--- src/shared/cuer_pkg.sv ---
// constants shared by the upset reporter device end and its reader end
package cuer_pkg;
    // error record layout, packed from frame number down to the update flag
    localparam int REC_W      = 78;
    localparam int FRAME_W    = 16;
    localparam int CDW_W      = 2;
    localparam int BIT_W      = 5;
    localparam int TYPE_W     = 3;
    localparam int SYN_W      = 32;
    localparam int FDW_W      = 10;
    localparam int FRAME_LSB  = 62;
    localparam int CDW_LSB    = 60;
    localparam int CBIT_LSB   = 55;
    localparam int CTYPE_LSB  = 52;
    localparam int SYN_LSB    = 20;
    localparam int FDW_LSB    = 10;
    localparam int FBIT_LSB   = 5;
    localparam int FTYPE_LSB  = 2;
    localparam int RSV_BIT    = 1;
    localparam int UPDF_BIT   = 0;
    localparam logic [REC_W-1:0] REC_RESET = 78'h0;

    // error type codes
    localparam logic [TYPE_W-1:0] TYPE_NONE   = 3'h0;
    localparam logic [TYPE_W-1:0] TYPE_SINGLE = 3'h1;
    localparam logic [TYPE_W-1:0] TYPE_UNCORR = 3'h7;
    localparam logic [1:0]        TYPE_DADJ_HI = 2'h1;

    // parallel column checkers
    localparam int NUM_COLS = 8;

    // readout channels
    localparam int NUM_CH  = 2;
    localparam int CH_USER = 0;
    localparam int CH_JTAG = 1;
    localparam int IR_W    = 10;
    // arbitrary instruction code
    localparam logic [IR_W-1:0] UNLOAD_INSTR = 10'h017;

    // timing
    localparam int CLK_PERIOD_NS = 20;
    localparam int FLAG_PULSE_NS = 100;
    localparam int FLAG_PULSE_CYC = (FLAG_PULSE_NS + CLK_PERIOD_NS - 1) / CLK_PERIOD_NS;
    localparam int CNT_W = 4;

    // reader register map
    localparam int ADDR_W = 8;
    localparam logic [ADDR_W-1:0] REG_CTRL   = 8'h00;
    localparam logic [ADDR_W-1:0] REG_STATUS = 8'h04;
    localparam logic [ADDR_W-1:0] REG_REC0   = 8'h08;
    localparam logic [ADDR_W-1:0] REG_REC1   = 8'h0C;
    localparam logic [ADDR_W-1:0] REG_REC2   = 8'h10;
    localparam int CTRL_GO      = 0;
    localparam int CTRL_PATH    = 1;
    localparam int CTRL_CLRDONE = 2;
    localparam int CTRL_SOFTRST = 3;
    localparam int CTRL_RECONF  = 4;
    localparam int ST_BUSY      = 0;
    localparam int ST_DONE      = 1;
    localparam int ST_FLAG      = 2;
    localparam int ST_RECONF    = 3;
    localparam int ST_PCNT_LSB  = 4;
    localparam int PCNT_W       = 4;
    localparam int BCNT_W       = 7;
endpackage

--- src/shared/cuer_if.sv ---
// link between the upset reporter and the record reader
`timescale 1ns/1ps
`default_nettype none
interface cuer_if;
    logic                          err_flag;
    logic [cuer_pkg::NUM_CH-1:0]   hold;
    logic [cuer_pkg::NUM_CH-1:0]   load;
    logic [cuer_pkg::NUM_CH-1:0]   shift;
    logic [cuer_pkg::NUM_CH-1:0]   sdata;
    logic [cuer_pkg::IR_W-1:0]     jtag_ir;

    modport dev (
        input  hold, load, shift, jtag_ir,
        output err_flag, sdata
    );
    modport rdr (
        output hold, load, shift, jtag_ir,
        input  err_flag, sdata
    );
endinterface
`default_nettype wire

--- src/cuer_dev.sv ---
// upset reporter: column and frame checks, error record, update copies and shift paths
//
// Notes on behaviour
// [RULE1] record holds 16-bit frame number
// [RULE2] 2-bit column double-word of four
// [RULE3] both bit-position fields are 5 bits
// [RULE4] separate column and frame type fields
// [RULE5] 32-bit syndrome, nonzero raises flag
// [RULE6] 10-bit frame double-word field
// [RULE7] update failure sets flag until reset
// [RULE8] frame type code encoding
// [RULE9] column type code encoding
// [RULE10] record readable by user or jtag path
// [RULE11] parallel column checks hand frame onward
// [RULE12] localized upset gives two flag pulses
// [RULE13] flag high until record ready
// [RULE14] record valid at second pulse fall
// [RULE15] unlocatable uncorrectable gives one pulse
// [RULE16] reader never infers correctability from count
// [RULE17] scrubbing corrects correctable upsets
// [RULE18] system soft resets after each upset
// [RULE19] host reconfigures if soft reset fails
// [RULE20] record is 78 bits
// [RULE21] record rewritten on every detection; code takes a detection only while idle
// [RULE22] copies load one cycle after valid
// [RULE23] reader holds copy before transfer
// [RULE24] fields packed in order, reserved zero
`timescale 1ns/1ps
`default_nettype none
module cuer_dev (
    // clock and reset
    input  wire logic                          clk_in,
    input  wire logic                          resetn_in,
    // reader link
    cuer_if.dev                                link,
    // column checkers
    input  wire logic [cuer_pkg::NUM_COLS-1:0] col_detect_in,
    input  wire logic [cuer_pkg::FRAME_W-1:0]  col_frame_in,
    input  wire logic [cuer_pkg::CDW_W-1:0]    col_dw_in,
    input  wire logic [cuer_pkg::BIT_W-1:0]    col_bit_in,
    input  wire logic [cuer_pkg::TYPE_W-1:0]   col_type_in,
    input  wire logic                          recompute_in,
    // frame checker
    output logic                               frm_req_out,
    output logic [cuer_pkg::FRAME_W-1:0]       frm_addr_out,
    input  wire logic                          frm_done_in,
    input  wire logic [cuer_pkg::SYN_W-1:0]    frm_syn_in,
    input  wire logic [cuer_pkg::FDW_W-1:0]    frm_dw_in,
    input  wire logic [cuer_pkg::BIT_W-1:0]    frm_bit_in,
    input  wire logic [cuer_pkg::TYPE_W-1:0]   frm_type_in,
    // scrubbing
    input  wire logic                          scrub_en_in,
    output logic                               scrub_req_out,
    output logic [cuer_pkg::FRAME_W-1:0]       scrub_frame_out,
    output logic [cuer_pkg::FDW_W-1:0]         scrub_dw_out,
    output logic [cuer_pkg::BIT_W-1:0]         scrub_bit_out,
    // status
    output logic                               err_flag_out,
    output logic                               rec_valid_out
);
    typedef enum logic [1:0] {S_IDLE, S_COL, S_FWAIT, S_FRM} cuer_state_t;

    cuer_state_t                    state_q;
    logic [cuer_pkg::CNT_W-1:0]     cnt_q;
    logic [cuer_pkg::REC_W-1:0]     rec_q;
    logic                           flag_q;
    logic                           updf_q;
    logic                           valid_q;
    logic                           valid_d1_q;
    logic                           detect;
    logic                           pulse_end;
    logic                           frm_hit;
    logic                           frm_fixable;

    // all column checkers run side by side; any of them starts the sequence
    assign detect    = |col_detect_in; // RULE11
    assign pulse_end = (cnt_q == cuer_pkg::CNT_W'(cuer_pkg::FLAG_PULSE_CYC - 1));
    assign frm_hit   = (frm_syn_in != '0); // RULE5
    // single-bit and double-adjacent frame errors are the correctable ones
    assign frm_fixable = (frm_type_in == cuer_pkg::TYPE_SINGLE) ||
                         (frm_type_in[2:1] == cuer_pkg::TYPE_DADJ_HI); // RULE8

    always_ff @(posedge clk_in or negedge resetn_in) begin
        if (!resetn_in) begin
            state_q     <= S_IDLE;
            cnt_q       <= '0;
            flag_q      <= 1'b0;
            valid_q     <= 1'b0;
            frm_req_out <= 1'b0;
        end else begin
            valid_q     <= 1'b0;
            frm_req_out <= 1'b0;
            cnt_q       <= cnt_q + 1'b1;
            unique case (state_q)
                S_IDLE: begin
                    if (detect) begin
                        state_q <= S_COL;
                        cnt_q   <= '0;
                        flag_q  <= 1'b1; // RULE13
                    end
                end
                S_COL: begin
                    if (pulse_end) begin
                        flag_q <= 1'b0;
                        if (rec_q[cuer_pkg::CTYPE_LSB +: cuer_pkg::TYPE_W] == cuer_pkg::TYPE_UNCORR) begin
                            // location cannot be found, so the first pulse is the only one
                            state_q <= S_IDLE; // RULE15
                            valid_q <= 1'b1;
                        end else begin
                            state_q     <= S_FWAIT;
                            frm_req_out <= 1'b1; // RULE11
                        end
                    end
                end
                S_FWAIT: begin
                    if (frm_done_in) begin
                        if (frm_hit) begin
                            state_q <= S_FRM; // RULE12
                            cnt_q   <= '0;
                            flag_q  <= 1'b1;
                        end else begin
                            state_q <= S_IDLE;
                            valid_q <= 1'b1;
                        end
                    end
                end
                S_FRM: begin
                    if (pulse_end) begin
                        state_q <= S_IDLE;
                        flag_q  <= 1'b0;
                        valid_q <= 1'b1; // RULE14
                    end
                end
            endcase
        end
    end

    // only a full reset, standing for reconfiguration, clears an update failure
    always_ff @(posedge clk_in or negedge resetn_in) begin
        if (!resetn_in) begin
            updf_q <= 1'b0;
        end else if (detect && recompute_in) begin
            updf_q <= 1'b1; // RULE7
        end
    end

    // detections while a sequence runs are not taken, so a record is never mixed
    always_ff @(posedge clk_in or negedge resetn_in) begin
        if (!resetn_in) begin
            rec_q        <= cuer_pkg::REC_RESET;
            frm_addr_out <= '0;
        end else begin
            if (state_q == S_IDLE && detect) begin
                rec_q <= cuer_pkg::REC_RESET; // RULE21
                rec_q[cuer_pkg::FRAME_LSB +: cuer_pkg::FRAME_W] <= col_frame_in; // RULE1
                rec_q[cuer_pkg::CDW_LSB +: cuer_pkg::CDW_W]     <= col_dw_in; // RULE2
                rec_q[cuer_pkg::CBIT_LSB +: cuer_pkg::BIT_W]    <= col_bit_in; // RULE3
                rec_q[cuer_pkg::CTYPE_LSB +: cuer_pkg::TYPE_W]  <= col_type_in; // RULE4 RULE9
                rec_q[cuer_pkg::UPDF_BIT] <= updf_q | recompute_in; // RULE7
                frm_addr_out <= col_frame_in;
            end else if (state_q == S_FWAIT && frm_done_in) begin
                rec_q[cuer_pkg::SYN_LSB +: cuer_pkg::SYN_W]     <= frm_syn_in; // RULE5
                rec_q[cuer_pkg::FDW_LSB +: cuer_pkg::FDW_W]     <= frm_dw_in; // RULE6
                rec_q[cuer_pkg::FBIT_LSB +: cuer_pkg::BIT_W]    <= frm_bit_in; // RULE3
                rec_q[cuer_pkg::FTYPE_LSB +: cuer_pkg::TYPE_W]  <= frm_type_in; // RULE4 RULE8
            end
            rec_q[cuer_pkg::RSV_BIT] <= 1'b0; // RULE24
        end
    end

    // scrub request for a located, correctable frame error
    always_ff @(posedge clk_in or negedge resetn_in) begin
        if (!resetn_in) begin
            scrub_req_out   <= 1'b0;
            scrub_frame_out <= '0;
            scrub_dw_out    <= '0;
            scrub_bit_out   <= '0;
        end else begin
            scrub_req_out <= 1'b0;
            if (state_q == S_FWAIT && frm_done_in && frm_hit && frm_fixable && scrub_en_in) begin
                scrub_req_out   <= 1'b1; // RULE17
                scrub_frame_out <= rec_q[cuer_pkg::FRAME_LSB +: cuer_pkg::FRAME_W];
                scrub_dw_out    <= frm_dw_in;
                scrub_bit_out   <= frm_bit_in;
            end
        end
    end

    always_ff @(posedge clk_in or negedge resetn_in) begin
        if (!resetn_in) begin
            valid_d1_q <= 1'b0;
        end else begin
            valid_d1_q <= valid_q;
        end
    end

    assign err_flag_out  = flag_q | updf_q; // RULE7
    assign link.err_flag = flag_q | updf_q;
    assign rec_valid_out = valid_q;

    // one update copy and shift register per readout path
    for (genvar c = 0; c < cuer_pkg::NUM_CH; c++) begin : g_ch
        logic [cuer_pkg::REC_W-1:0] copy_q;
        logic [cuer_pkg::REC_W-1:0] sreg_q;
        logic                       path_en;

        // the jtag path answers only while the unload instruction is selected
        assign path_en = (c == cuer_pkg::CH_USER) ||
                         (link.jtag_ir == cuer_pkg::UNLOAD_INSTR); // RULE10

        // a held copy misses later updates; that keeps a read consistent
        always_ff @(posedge clk_in or negedge resetn_in) begin
            if (!resetn_in) begin
                copy_q <= cuer_pkg::REC_RESET;
            end else if (valid_d1_q && !link.hold[c]) begin
                copy_q <= rec_q; // RULE22 RULE23
            end
        end

        always_ff @(posedge clk_in or negedge resetn_in) begin
            if (!resetn_in) begin
                sreg_q <= cuer_pkg::REC_RESET;
            end else if (path_en && link.load[c]) begin
                sreg_q <= copy_q; // RULE10
            end else if (path_en && link.shift[c]) begin
                sreg_q <= {sreg_q[cuer_pkg::REC_W-2:0], 1'b0};
            end
        end

        assign link.sdata[c] = sreg_q[cuer_pkg::REC_W-1]; // RULE20
    end
endmodule
`default_nettype wire

--- src/flat_wrapper.sv ---
// flat-port wrapper written by rule: the top's interface ports become plain ports
module cuer_dev_flat 
  (clk_in, resetn_in, col_detect_in, col_frame_in, col_dw_in, col_bit_in, col_type_in, recompute_in, frm_req_out, frm_addr_out, frm_done_in, frm_syn_in, frm_dw_in, frm_bit_in, frm_type_in, scrub_en_in, scrub_req_out, scrub_frame_out, scrub_dw_out, scrub_bit_out, err_flag_out, rec_valid_out, link_hold, link_load, link_shift, link_jtag_ir, link_err_flag, link_sdata);
  cuer_if link_i ();
  input  wire logic clk_in;
  input  wire logic resetn_in;
  input  wire logic [cuer_pkg::NUM_COLS-1:0] col_detect_in;
  input  wire logic [cuer_pkg::FRAME_W-1:0] col_frame_in;
  input  wire logic [cuer_pkg::CDW_W-1:0] col_dw_in;
  input  wire logic [cuer_pkg::BIT_W-1:0] col_bit_in;
  input  wire logic [cuer_pkg::TYPE_W-1:0] col_type_in;
  input  wire logic recompute_in;
  output logic frm_req_out;
  output logic [cuer_pkg::FRAME_W-1:0] frm_addr_out;
  input  wire logic frm_done_in;
  input  wire logic [cuer_pkg::SYN_W-1:0] frm_syn_in;
  input  wire logic [cuer_pkg::FDW_W-1:0] frm_dw_in;
  input  wire logic [cuer_pkg::BIT_W-1:0] frm_bit_in;
  input  wire logic [cuer_pkg::TYPE_W-1:0] frm_type_in;
  input  wire logic scrub_en_in;
  output logic scrub_req_out;
  output logic [cuer_pkg::FRAME_W-1:0] scrub_frame_out;
  output logic [cuer_pkg::FDW_W-1:0] scrub_dw_out;
  output logic [cuer_pkg::BIT_W-1:0] scrub_bit_out;
  output logic err_flag_out;
  output logic rec_valid_out;
  input wire logic [$bits(link_i.hold)-1:0] link_hold;
  input wire logic [$bits(link_i.load)-1:0] link_load;
  input wire logic [$bits(link_i.shift)-1:0] link_shift;
  input wire logic [$bits(link_i.jtag_ir)-1:0] link_jtag_ir;
  output wire logic [$bits(link_i.err_flag)-1:0] link_err_flag;
  output wire logic [$bits(link_i.sdata)-1:0] link_sdata;
  assign link_i.hold = link_hold;
  assign link_i.load = link_load;
  assign link_i.shift = link_shift;
  assign link_i.jtag_ir = link_jtag_ir;
  assign link_err_flag = link_i.err_flag;
  assign link_sdata = link_i.sdata;
  cuer_dev u_core (.clk_in(clk_in), .resetn_in(resetn_in), .link(link_i), .col_detect_in(col_detect_in), .col_frame_in(col_frame_in), .col_dw_in(col_dw_in), .col_bit_in(col_bit_in), .col_type_in(col_type_in), .recompute_in(recompute_in), .frm_req_out(frm_req_out), .frm_addr_out(frm_addr_out), .frm_done_in(frm_done_in), .frm_syn_in(frm_syn_in), .frm_dw_in(frm_dw_in), .frm_bit_in(frm_bit_in), .frm_type_in(frm_type_in), .scrub_en_in(scrub_en_in), .scrub_req_out(scrub_req_out), .scrub_frame_out(scrub_frame_out), .scrub_dw_out(scrub_dw_out), .scrub_bit_out(scrub_bit_out), .err_flag_out(err_flag_out), .rec_valid_out(rec_valid_out));
endmodule
--- config.mk ---
export PLATFORM = sky130hd
export DESIGN_NAME = cuer_dev_flat
export DESIGN_NICKNAME = d
export VERILOG_FILES = /design/src/shared/cuer_pkg.sv /design/src/shared/cuer_if.sv /design/src/cuer_dev.sv /design/src/flat_wrapper.sv
export SDC_FILE = /design/constraint.sdc
export NUM_CORES = 1
export LEC_CHECK = 0
export BUFFER_PORTS_ARGS = -buffer_cell sky130_fd_sc_hd__buf_4
export CORE_AREA = 2 2 183 185
export CTS_CLUSTER_DIAMETER = 120
export DETAILED_ROUTE_END_ITERATION = 16
export DIE_AREA = 0 0 185 187
export PLACE_DENSITY_LB_ADDON = 0.12
export SETUP_SLACK_MARGIN = 0.05
export SYNTH_ARGS = -nofsm -noshare
export SYNTH_HDL_FRONTEND = slang
export SYNTH_SLANG_ARGS = --single-unit
--- constraint.sdc ---
create_clock -name clk_in -period 3.3 [get_ports clk_in]
set_clock_uncertainty 0.15 [all_clocks]
set_input_delay 0.165 -clock clk_in [delete_from_list [all_inputs] [get_ports clk_in]]
set_output_delay 0.165 -clock clk_in [all_outputs]
set_load 0.02 [all_outputs]
==> flow_summary.ini, run 1 <==
[timing]
timing.fmax_mhz = 325.2
final-max-slew-violation-count = 0
relSlewSlack_pct = 15.92
finalSetupTns_ps = 0
tightestPinTransition_ps = 1257
rsz0062_at_grt = no
hold_viol = 0
post-route-min-period_ps = 3075
fin_ws_ps = 225.1
finalCritPeriodShare_pct = 93.18
setup_viol = 0

[place]
hpwl_um = 22280
placed_cells = 1956
portBuffers = 158
gp_congestion = 0.7198
pre_cts_ws_ps = 233.6

[worst_setup_path]
critPathLaunch = frm_syn_in[1]
worstPathCellList = dlygate4sd3_1, buf_4, nor4_1, nand4_1, o21ai_4, buf_4, mux2_2
cpPeakStageDelay_ps = 940
worstSetupStartpointType = input port
crit_arrival_ps = 3350
critPathBufInv = 3
cp_max_fo = 22
slowest_stage = o21ai_4
end_kind = flip-flop
cp.required_ps = 3570
reg2reg_slack_ps = 870
worstReg2RegEnd = u_core.frm_addr_out[11]
crit_end = u_core.scrub_bit_out[0]
criticalPathCategory = in2reg
r2r-start = u_core.state_q[1]
crit_cells = 7
cp_top_family = buffers and inverters
r2r_cells = 3
crit_top_cell = buf_4

[synth]
ys.flop_type = dfrtp_1
synthTopCellsByArea = dfrtp_1, mux2_2, nand2_1, mux2i_1, a221o_1
ys_ff_latch = 430
seq_area_frac_synth_pct = 60.48
syn-cell-area_sq_mm = 0.01779
ys.warnings.count = 0
synth_enable_flop_cells = 0
synth_cell_types = 41
async_reset_ff_share_pct = 100.0
synth_top_cell_by_area = dfrtp_1
synth_nets = 1556
synth_cells = 1449
synthTopCellsByCount = dfrtp_1, nand2_1, mux2_2
synth_most_common_cell = dfrtp_1
syn_area_per_cell_sq_um = 12.28
yosysTopAreaCellShare_pct = 60.48

[detailed_routing]
drc = 0
dr_total_vias = 11960
drtIter0Drc = 916
wirelength_um = 37880
ant_nets = 0
drtPass1Iterations = 5
wl_per_cell_um = 17.82
drt-vias-per-instance = 5.624

[clock_network]
holdBufCountCts = 85
clkSinkCount = 430
clockRootBuffer = clkbuf_16
postCtsSetupBuffers = 0
clockBufferDepth = 3
htreeDepth = 2
clkTransAtPathRegs_ps = 60
tritoncts = yes
worstSkewPairLatency_ps = 540
cts_made_buffers = 45
cts_resized = 0

[floorplanning]
die_w_um = 185
initial_utilization_pct = 54.14
die_h_um = 187
core-area_sq_mm = 0.03286
io_pins = 159
die-area_sq_mm = 0.03460
num_rows = 67

[cells_and_area]
nNetsFinal = 1747
multiInputGateArea_sq_mm = 0.006430
final_util_pct = 66.37
drive_gt1_share_pct = 28.98
area_growth_pct = 22.58
stdcell_count = 2126
seqCellArea_sq_mm = 0.01076
n_fill_cell = 2475

[global_routing]
grt_pass1_wl_um = 63690
grt_max_degree = 85
grt_pass1_vias = 12220
grt_antenna_before_repair = 1
grt-ovfl-total = 0
track_usage_pct = 22.64

[pwr]
p_per_area_mw_per_mm2 = 858.7
irDropWorstVdd_mv = 0.5604
fin_total_pwr_mw = 18.73
p_leak_nw = 10.03

[status]
status = completed

[job]
cap_violations = 0

[hold_path]
hold_path.class = in2reg
==> where the power goes <==
group / switching, mW / total (mW) / leakage (nW) / internal (mW)
clock: 2.04 / 5.42 / 0.818 / 3.38
sequential: 1.49 / 9.02 / 5.56 / 7.53
combinational: 1.88 / 4.28 / 3.65 / 2.40
total: 5.41 / 18.7 / 10.0 / 13.3
==> worst register-to-register path, cell delays in order (launching register included) <==
cell      delay, ps
dfrtp_1         460
a211oi_4       1040
buf_12          290
mux2_2          370
==> how the worst min path moves through the flow <==
stage / from / endpoint / slack, ps / cells past startpoint
2_1_floorplan: resetn_in / u_core.cnt_q[0] / -280 / 0
3_3_place_gp: resetn_in / u_core.scrub_req_out / 40 / 1
3_5_place_dp: resetn_in / u_core.g_ch[0].sreg_q[17] / 50 / 1
4_1_cts: link_load[0] / u_core.g_ch[0].sreg_q[15] / 20 / 3
5_1_grt: link_load[0] / u_core.g_ch[0].sreg_q[19] / 80 / 3
6_report: link_load[0] / u_core.g_ch[0].sreg_q[15] / 20 / 3
==> flip-flops by register name, summed over array words and instances, names as in the netlist, 2 cells and up <==
name                    flops
u_core.scrub_dw_out        10
u_core.rec_q               62
u_core.g_ch.copy_q        154
u_core.scrub_frame_out     16
u_core.g_ch.sreg_q        156
u_core.scrub_bit_out        5
u_core.cnt_q                4
u_core.state_q              2
u_core.frm_addr_out        15
==> final cells by class <==
cell class              instances  area share [%]
repair buffers                271           10.97
multi-input cells             886           29.48
inverters                       6          0.1033
diodes                          1         0.01147
clock inverters                10          0.7056
flip-flops and latches        430           49.34
clock buffers                  74           6.821
well taps                     448           2.570
==> cell usage in the layout, fill, tap and decap left out, drive strengths merged, types with 4 or more instances in the layout <==
cell,n
dlygate4sd3,85
nor2,11
mux2,211
mux2i,77
clkbuf,74
clkinv,5
nand2b,4
a21oi,51
nand2,261
buf,186
bufinv,4
dfrtp,430
a221o,76
inv,7
o22ai,75
o21ai,82
nor4,10
==> cell families after synthesis <==
family	Yosys count	synth area share, %
and+or+nand+nor	300	6.821
AOI/OAI and AO/OA	294	11.12
DFF	430	60.48
buffers and inverters	133	3.657
xor gates and xnor gates	2	0.09847
adders and majority gates	2	0.1406
muxes	288	17.69
==> stage by stage <==
stage	hold slack (ps)	area, sq um
3_3_place_gp	40.55	19310
4_1_cts	21.73	21810
5_1_grt	80.81	21810
2_1_floorplan	-280.6	17790
3_5_place_dp	47.19	19310
6_report	22.54	21810
==> routing by layer <==
| layer | wire, um | vias to the layer above | track usage, % |
|---|---|---|---|
| met2 | 18020 | 288 | 36.62 |
| met1 | 17470 | 6031 | 32.59 |
| met4 | 712 | 0 | 5.311 |
| met3 | 1675 | 52 | 3.388 |
| met5 | 0 | - | 0 |
| li1 | - | 5585 | - |
No activity file was read; power rests on OpenSTA's default activity.
==> inputs of run 2 (changes only) <==
==> constraint.sdc (replaced) <==
create_clock -name clk_in -period 3.3 [get_ports clk_in]
set_clock_uncertainty 0.15 [all_clocks]
set_input_delay 0.66 -clock clk_in [delete_from_list [all_inputs] [get_ports clk_in]]
set_output_delay 0.66 -clock clk_in [all_outputs]
set_load 0.02 [all_outputs]
==> run 2 against run 1 <==
Sequential power about the same. Sequential share of layout area rose by 2.3 points. Die area is the same. Clock power decreased by 8.3%. Flip-flop and latch count unchanged. Final cell count is 4.1% lower. Critical path depth is 2 lower. Largest cell class unchanged. Utilization shrank 3.0 points. First-iteration DRC count is 20% lower. Combinational power fell by 2%. Global-route usage shrank 0.66 points.
==> flow_summary.ini, run 2 (same netlist as run 1, synthesis figures left out) <==
[cells_and_area]
area_growth_pct = 17.01
final_common_cell = dfrtp_1
nNetsFinal = 1667
largest_register_ff_count = 156
diodes = 0
drive_gt1_share_pct = 30.04
multiInputGateArea_sq_mm = 0.006430
layout.cells.most_common_list = dfrtp_1, nand2_1, mux2_2
seqCellArea_sq_mm = 0.01076
n_fill_cell = 2582
largestRegisters = u_core.g_ch.sreg_q (156), u_core.g_ch.copy_q (154), u_core.rec_q (62)
max_flop_register = u_core.g_ch.sreg_q

[timing]
post-route-min-period_ps = 2394
rsz0062_at_grt = no
relSlewSlack_pct = 44.40
timing.fmax_mhz = 417.8
final-max-slew-violation-count = 0
hold_viol = 0
finalSetupTns_ps = 0
setup_viol = 0
finalCritPeriodShare_pct = 72.54
tightestPinTransition_ps = 834.0
fin_ws_ps = 906.3

[floorplanning]
die_w_um = 185
initial_utilization_pct = 54.14
die-area_sq_mm = 0.03460
core-area_sq_mm = 0.03286
die_h_um = 187
num_rows = 67
io_pins = 159

[pwr]
p_per_area_mw_per_mm2 = 873.3
p_leak_nw = 9.619
fin_total_pwr_mw = 18.18
irDropWorstVdd_mv = 0.6413

[detailed_routing]
dr_total_vias = 11660
ant_nets = 0
drc = 0
drt-vias-per-instance = 5.718
wl_per_cell_um = 18.22
wirelength_um = 37160
drtIter0Drc = 736
drtPass1Iterations = 5

[clock_network]
postCtsSetupBuffers = 0
holdBufCountCts = 1
clockBufferDepth = 3
cts_resized = 0
clockRootBuffer = clkbuf_16
cts_made_buffers = 45
tritoncts = yes
clkSinkCount = 430
htreeDepth = 2
clkTransAtPathRegs_ps = 60
worstSkewPairLatency_ps = 530

[worst_setup_path]
cp_top_family = simple AND/OR/NAND/NOR gates
worstSetupStartpointType = input port
reg2reg_slack_ps = 1130
crit_arrival_ps = 2650
crit_top_cell = buf_4
r2r-start = u_core.state_q[0]
cp.required_ps = 3550
worstPathCellList = buf_4, or4_1, or3_2, buf_4, a221o_1
slowest_stage = or4_1
end_kind = flip-flop
criticalPathCategory = in2reg
crit_cells = 5
critPathBufInv = 2
r2r_cells = 6
cp_max_fo = 45
worstReg2RegEnd = u_core.scrub_bit_out[3]
cpPeakStageDelay_ps = 590

[global_routing]
grt_pass1_wl_um = 61730
grt_antenna_before_repair = 0
grt_pass1_vias = 11820
grt-ovfl-total = 0
grt_max_degree = 78
track_usage_pct = 21.97

[hold_path]
hold_path.class = in2reg
holdPathEnd = u_core.updf_q
hold_depth = 2
min_from = recompute_in

[place]
hpwl_um = 22580
pre_cts_ws_ps = 382.5
gp_congestion = 0.7388
portBuffers = 158

[status]
status = completed

[job]
cap_violations = 0
run 2: cell types whose count changed in the layout (fill, tap and decap cells not counted), moves of 2 or more:
cell,before,now
buf_4,174,177
clkbuf_16,47,45
clkbuf_1,6,12
dlygate4sd3_1,85,1
clkbuf_8,21,11
run 2: layer usage:
layer | wire length, um | vias up | global-route usage (%)
li1 | - | 5407 | -
met1 | 17300 | 5919 | 32.33
met2 | 17430 | 280 | 34.51
met3 | 1729 | 52 | 3.407
met4 | 690 | 0 | 5.495
met5 | 0 | - | 0
run 2: worst max path at each step:
| stage | from | end | slack (ps) |
|---|---|---|---|
| detailed placement | link_jtag_ir[7] | u_core.g_ch[1].sreg_q[50] | 380 |
| floorplan | link_jtag_ir[7] | u_core.g_ch[1].sreg_q[68] | 760 |
| global placement | link_jtag_ir[7] | u_core.g_ch[1].sreg_q[57] | 430 |
| global route | link_jtag_ir[7] | u_core.g_ch[1].sreg_q[62] | 880 |
| finish | link_jtag_ir[7] | u_core.g_ch[1].sreg_q[62] | 910 |
| CTS | link_jtag_ir[7] | u_core.g_ch[1].sreg_q[62] | 950 |
run 2: report_power, final:
part / internal [mW] / total [mW] / switching [mW]
registers: 7.53 / 9.03 / 1.49
logic: 2.32 / 4.18 / 1.86
clock network: 2.99 / 4.97 / 1.99
total: 12.8 / 18.2 / 5.34
run 2: area by class of cell:
type,count,share of cell area (%)
timing repair buffer,191,7.657
tap,448,2.692
multi-input combinational,886,30.89
inverter,6,0.1082
clock inverter,10,0.6190
clock buffer,68,6.353
sequential,430,51.69
run 2: metrics by stage:
step / util (%) / hold slack, ps / std cells / cell area, sq um
after CTS: 63.35 / 191.2 / 2039 / 20820
after global routing: 63.35 / 193.3 / 2039 / 20820
after detailed placement: 58.91 / 318.6 / 1960 / 19360
after floorplan: - / 214.4 / 1449 / 17790
after global placement: 58.91 / 304.6 / 1960 / 19360
final: 63.35 / 215.6 / 2039 / 20820
==> inputs of run 3 (changes only) <==
--- a/config.mk
+++ b/config.mk
@@ -6,10 +6,10 @@
 export NUM_CORES = 1
 export LEC_CHECK = 0
 export BUFFER_PORTS_ARGS = -buffer_cell sky130_fd_sc_hd__buf_4
-export CORE_AREA = 2 2 183 185
+export CORE_AREA = 2 2 185 187
 export CTS_CLUSTER_DIAMETER = 120
 export DETAILED_ROUTE_END_ITERATION = 16
-export DIE_AREA = 0 0 185 187
+export DIE_AREA = 0 0 187 189
 export PLACE_DENSITY_LB_ADDON = 0.12
 export SETUP_SLACK_MARGIN = 0.05
 export SYNTH_ARGS = -nofsm -noshare
==> constraint.sdc (replaced) <==
create_clock -name clk_in -period 2.1 [get_ports clk_in]
set_clock_uncertainty 0.15 [all_clocks]
set_input_delay 0.42 -clock clk_in [delete_from_list [all_inputs] [get_ports clk_in]]
set_output_delay 0.42 -clock clk_in [all_outputs]
set_load 0.02 [all_outputs]
==> run 3 against run 2 <==
Wire length rose by 2.3%. Via count grew 2.9%. Combinational power rose by 64%. Critical path depth fell by 3. Critical path type is now reg2out. Final cell count grew 4.8%. Worst setup slack got worse by 800 ps. Highest routed layer unchanged.
==> flow_summary.ini, run 3 (same netlist as run 1, synthesis figures left out) <==
[status]
status = completed

[global_routing]
grt_max_degree = 79
grt_antenna_before_repair = 0
track_usage_pct = 21.95
grt_pass1_vias = 12400
grt_pass1_wl_um = 63910
grt-ovfl-total = 0

[detailed_routing]
dr_total_vias = 12000
wl_per_cell_um = 17.80
drc = 0
ant_nets = 0
drtIter0Drc = 759
drt-vias-per-instance = 5.617
drtPass1Iterations = 5
wirelength_um = 38020

[floorplanning]
io_pins = 159
die_h_um = 189
num_rows = 67
core-area_sq_mm = 0.03328
initial_utilization_pct = 53.46
die-area_sq_mm = 0.03534
die_w_um = 187

[worst_setup_path]
end_kind = primary output
criticalPathCategory = reg2out
worstSetupStartpointType = flip-flop
cp_max_fo = 3
cp.required_ps = 1530
crit_arrival_ps = 1420

[pwr]
p_per_area_mw_per_mm2 = 1325
fin_total_pwr_mw = 28.96
p_leak_nw = 10.12
irDropWorstVdd_mv = 0.8559

[cells_and_area]
final_util_pct = 65.69
stdcell_count = 2136
nNetsFinal = 1763
max_flop_register = u_core.g_ch.sreg_q
drive_gt1_share_pct = 31.34
final_common_cell = dfrtp_1
layout.cells.most_common_list = dfrtp_1, nand2_1, mux2_2
area_growth_pct = 22.88
largest_register_ff_count = 156
diodes = 0
largestRegisters = u_core.g_ch.sreg_q (156), u_core.g_ch.copy_q (154), u_core.rec_q (62)

[clock_network]
cts_made_buffers = 44
worstSkewPairLatency_ps = 530
clkTransAtPathRegs_ps = 60
clkSinkCount = 430
htreeDepth = 2
tritoncts = yes
clockBufferDepth = 3
clockRootBuffer = clkbuf_16

[timing]
rsz0062_at_grt = no
finalCritPeriodShare_pct = 94.73
fin_ws_ps = 110.7
post-route-min-period_ps = 1989
timing.fmax_mhz = 502.7
whs_ps = 38.15
final-max-slew-violation-count = 0
relSlewSlack_pct = 57.90
tightestPinTransition_ps = 631.5
hold_viol = 0
setup_viol = 0

[hold_path]
hold_path.class = in2reg

[place]
hpwl_um = 24160
pre_cts_ws_ps = -537.4
placed_cells = 2003
gp_congestion = 0.7794
portBuffers = 158

[job]
cap_violations = 0
## run 3: cell types whose count changed in the layout (fill, tap and decap cells not counted), moves of 3 or more
| cell | delta |
|---|---|
| clkbuf_8 | -3 |
| clkinv_2 | +5 |
| buf_4 | +31 |
| clkinvlp_4 | +3 |
| buf_12 | +12 |
| clkbuf_1 | -7 |
| dlygate4sd3_1 | +54 |
## run 3: through the flow
stage / cell area (sq um) / setup TNS [ps]
after floorplan: 17830 / -10580
after global placement: 19840 / -43670
after detailed placement: 19840 / -46240
after CTS: 21860 / 0
after global routing: 21860 / 0
final: 21860 / 0
## run 3: report_power, final
part	switching [mW]	internal [mW]	total (mW)
Clock	3.20	4.70	7.89
Combinational	3.00	3.87	6.86
Sequential	2.37	11.8	14.2
## run 3: routing by layer
| metal | track usage, % | vias up | wire length, um |
|---|---|---|---|
| li1 | - | 5594 | - |
| met1 | 30.98 | 6089 | 17630 |
| met2 | 35.67 | 261 | 17930 |
| met3 | 3.689 | 54 | 1690 |
| met4 | 5.647 | 0 | 762 |
| met5 | 0 | - | 0 |
## run 3: worst paths after layout
path / depth (start not counted) / slack, ps / startpoint / to
max in group asynchronous: 3 / 840 / resetn_in / u_core.g_ch[0].sreg_q[37]
setup / recovery: 2 / 110 / u_core.updf_q / link_err_flag
setup reg to reg: 6 / 160 / u_core.state_q[0] / u_core.scrub_frame_out[10]
hold reg to reg: 0 / 310 / u_core.rec_valid_out / u_core.valid_d1_q
min in group asynchronous: 2 / 210 / resetn_in / u_core.scrub_req_out
hold / removal: 3 / 40 / frm_syn_in[7] / u_core.rec_q[27]
## run 3: area by class of cell
type                            instances  area [sq um]
Fill cell                            2532         11420
Multi-Input combinational cell        886          6442
Clock inverter                         20         215.2
Inverter                                6         22.52
Tap cell                              448         560.5
Sequential cell                       430         10760
Timing Repair Buffer                  288          2608
Clock buffer                           58          1255
## run 3: critical path, cell delays in order, from the launching register on
cell     delay, ps
dfrtp_1        390
or2_2          330
buf_4          170
## run 3: timing repair
item | CTS | global route
gates cloned | 0 | 0
pin swaps | 0 | 0
buffers inserted | 0 | 0
hold endpoints to repair | 157 | 0
hold buffers | 55 | 0
setup endpoints to repair | 22 | 28
resized for setup | 1 | 1
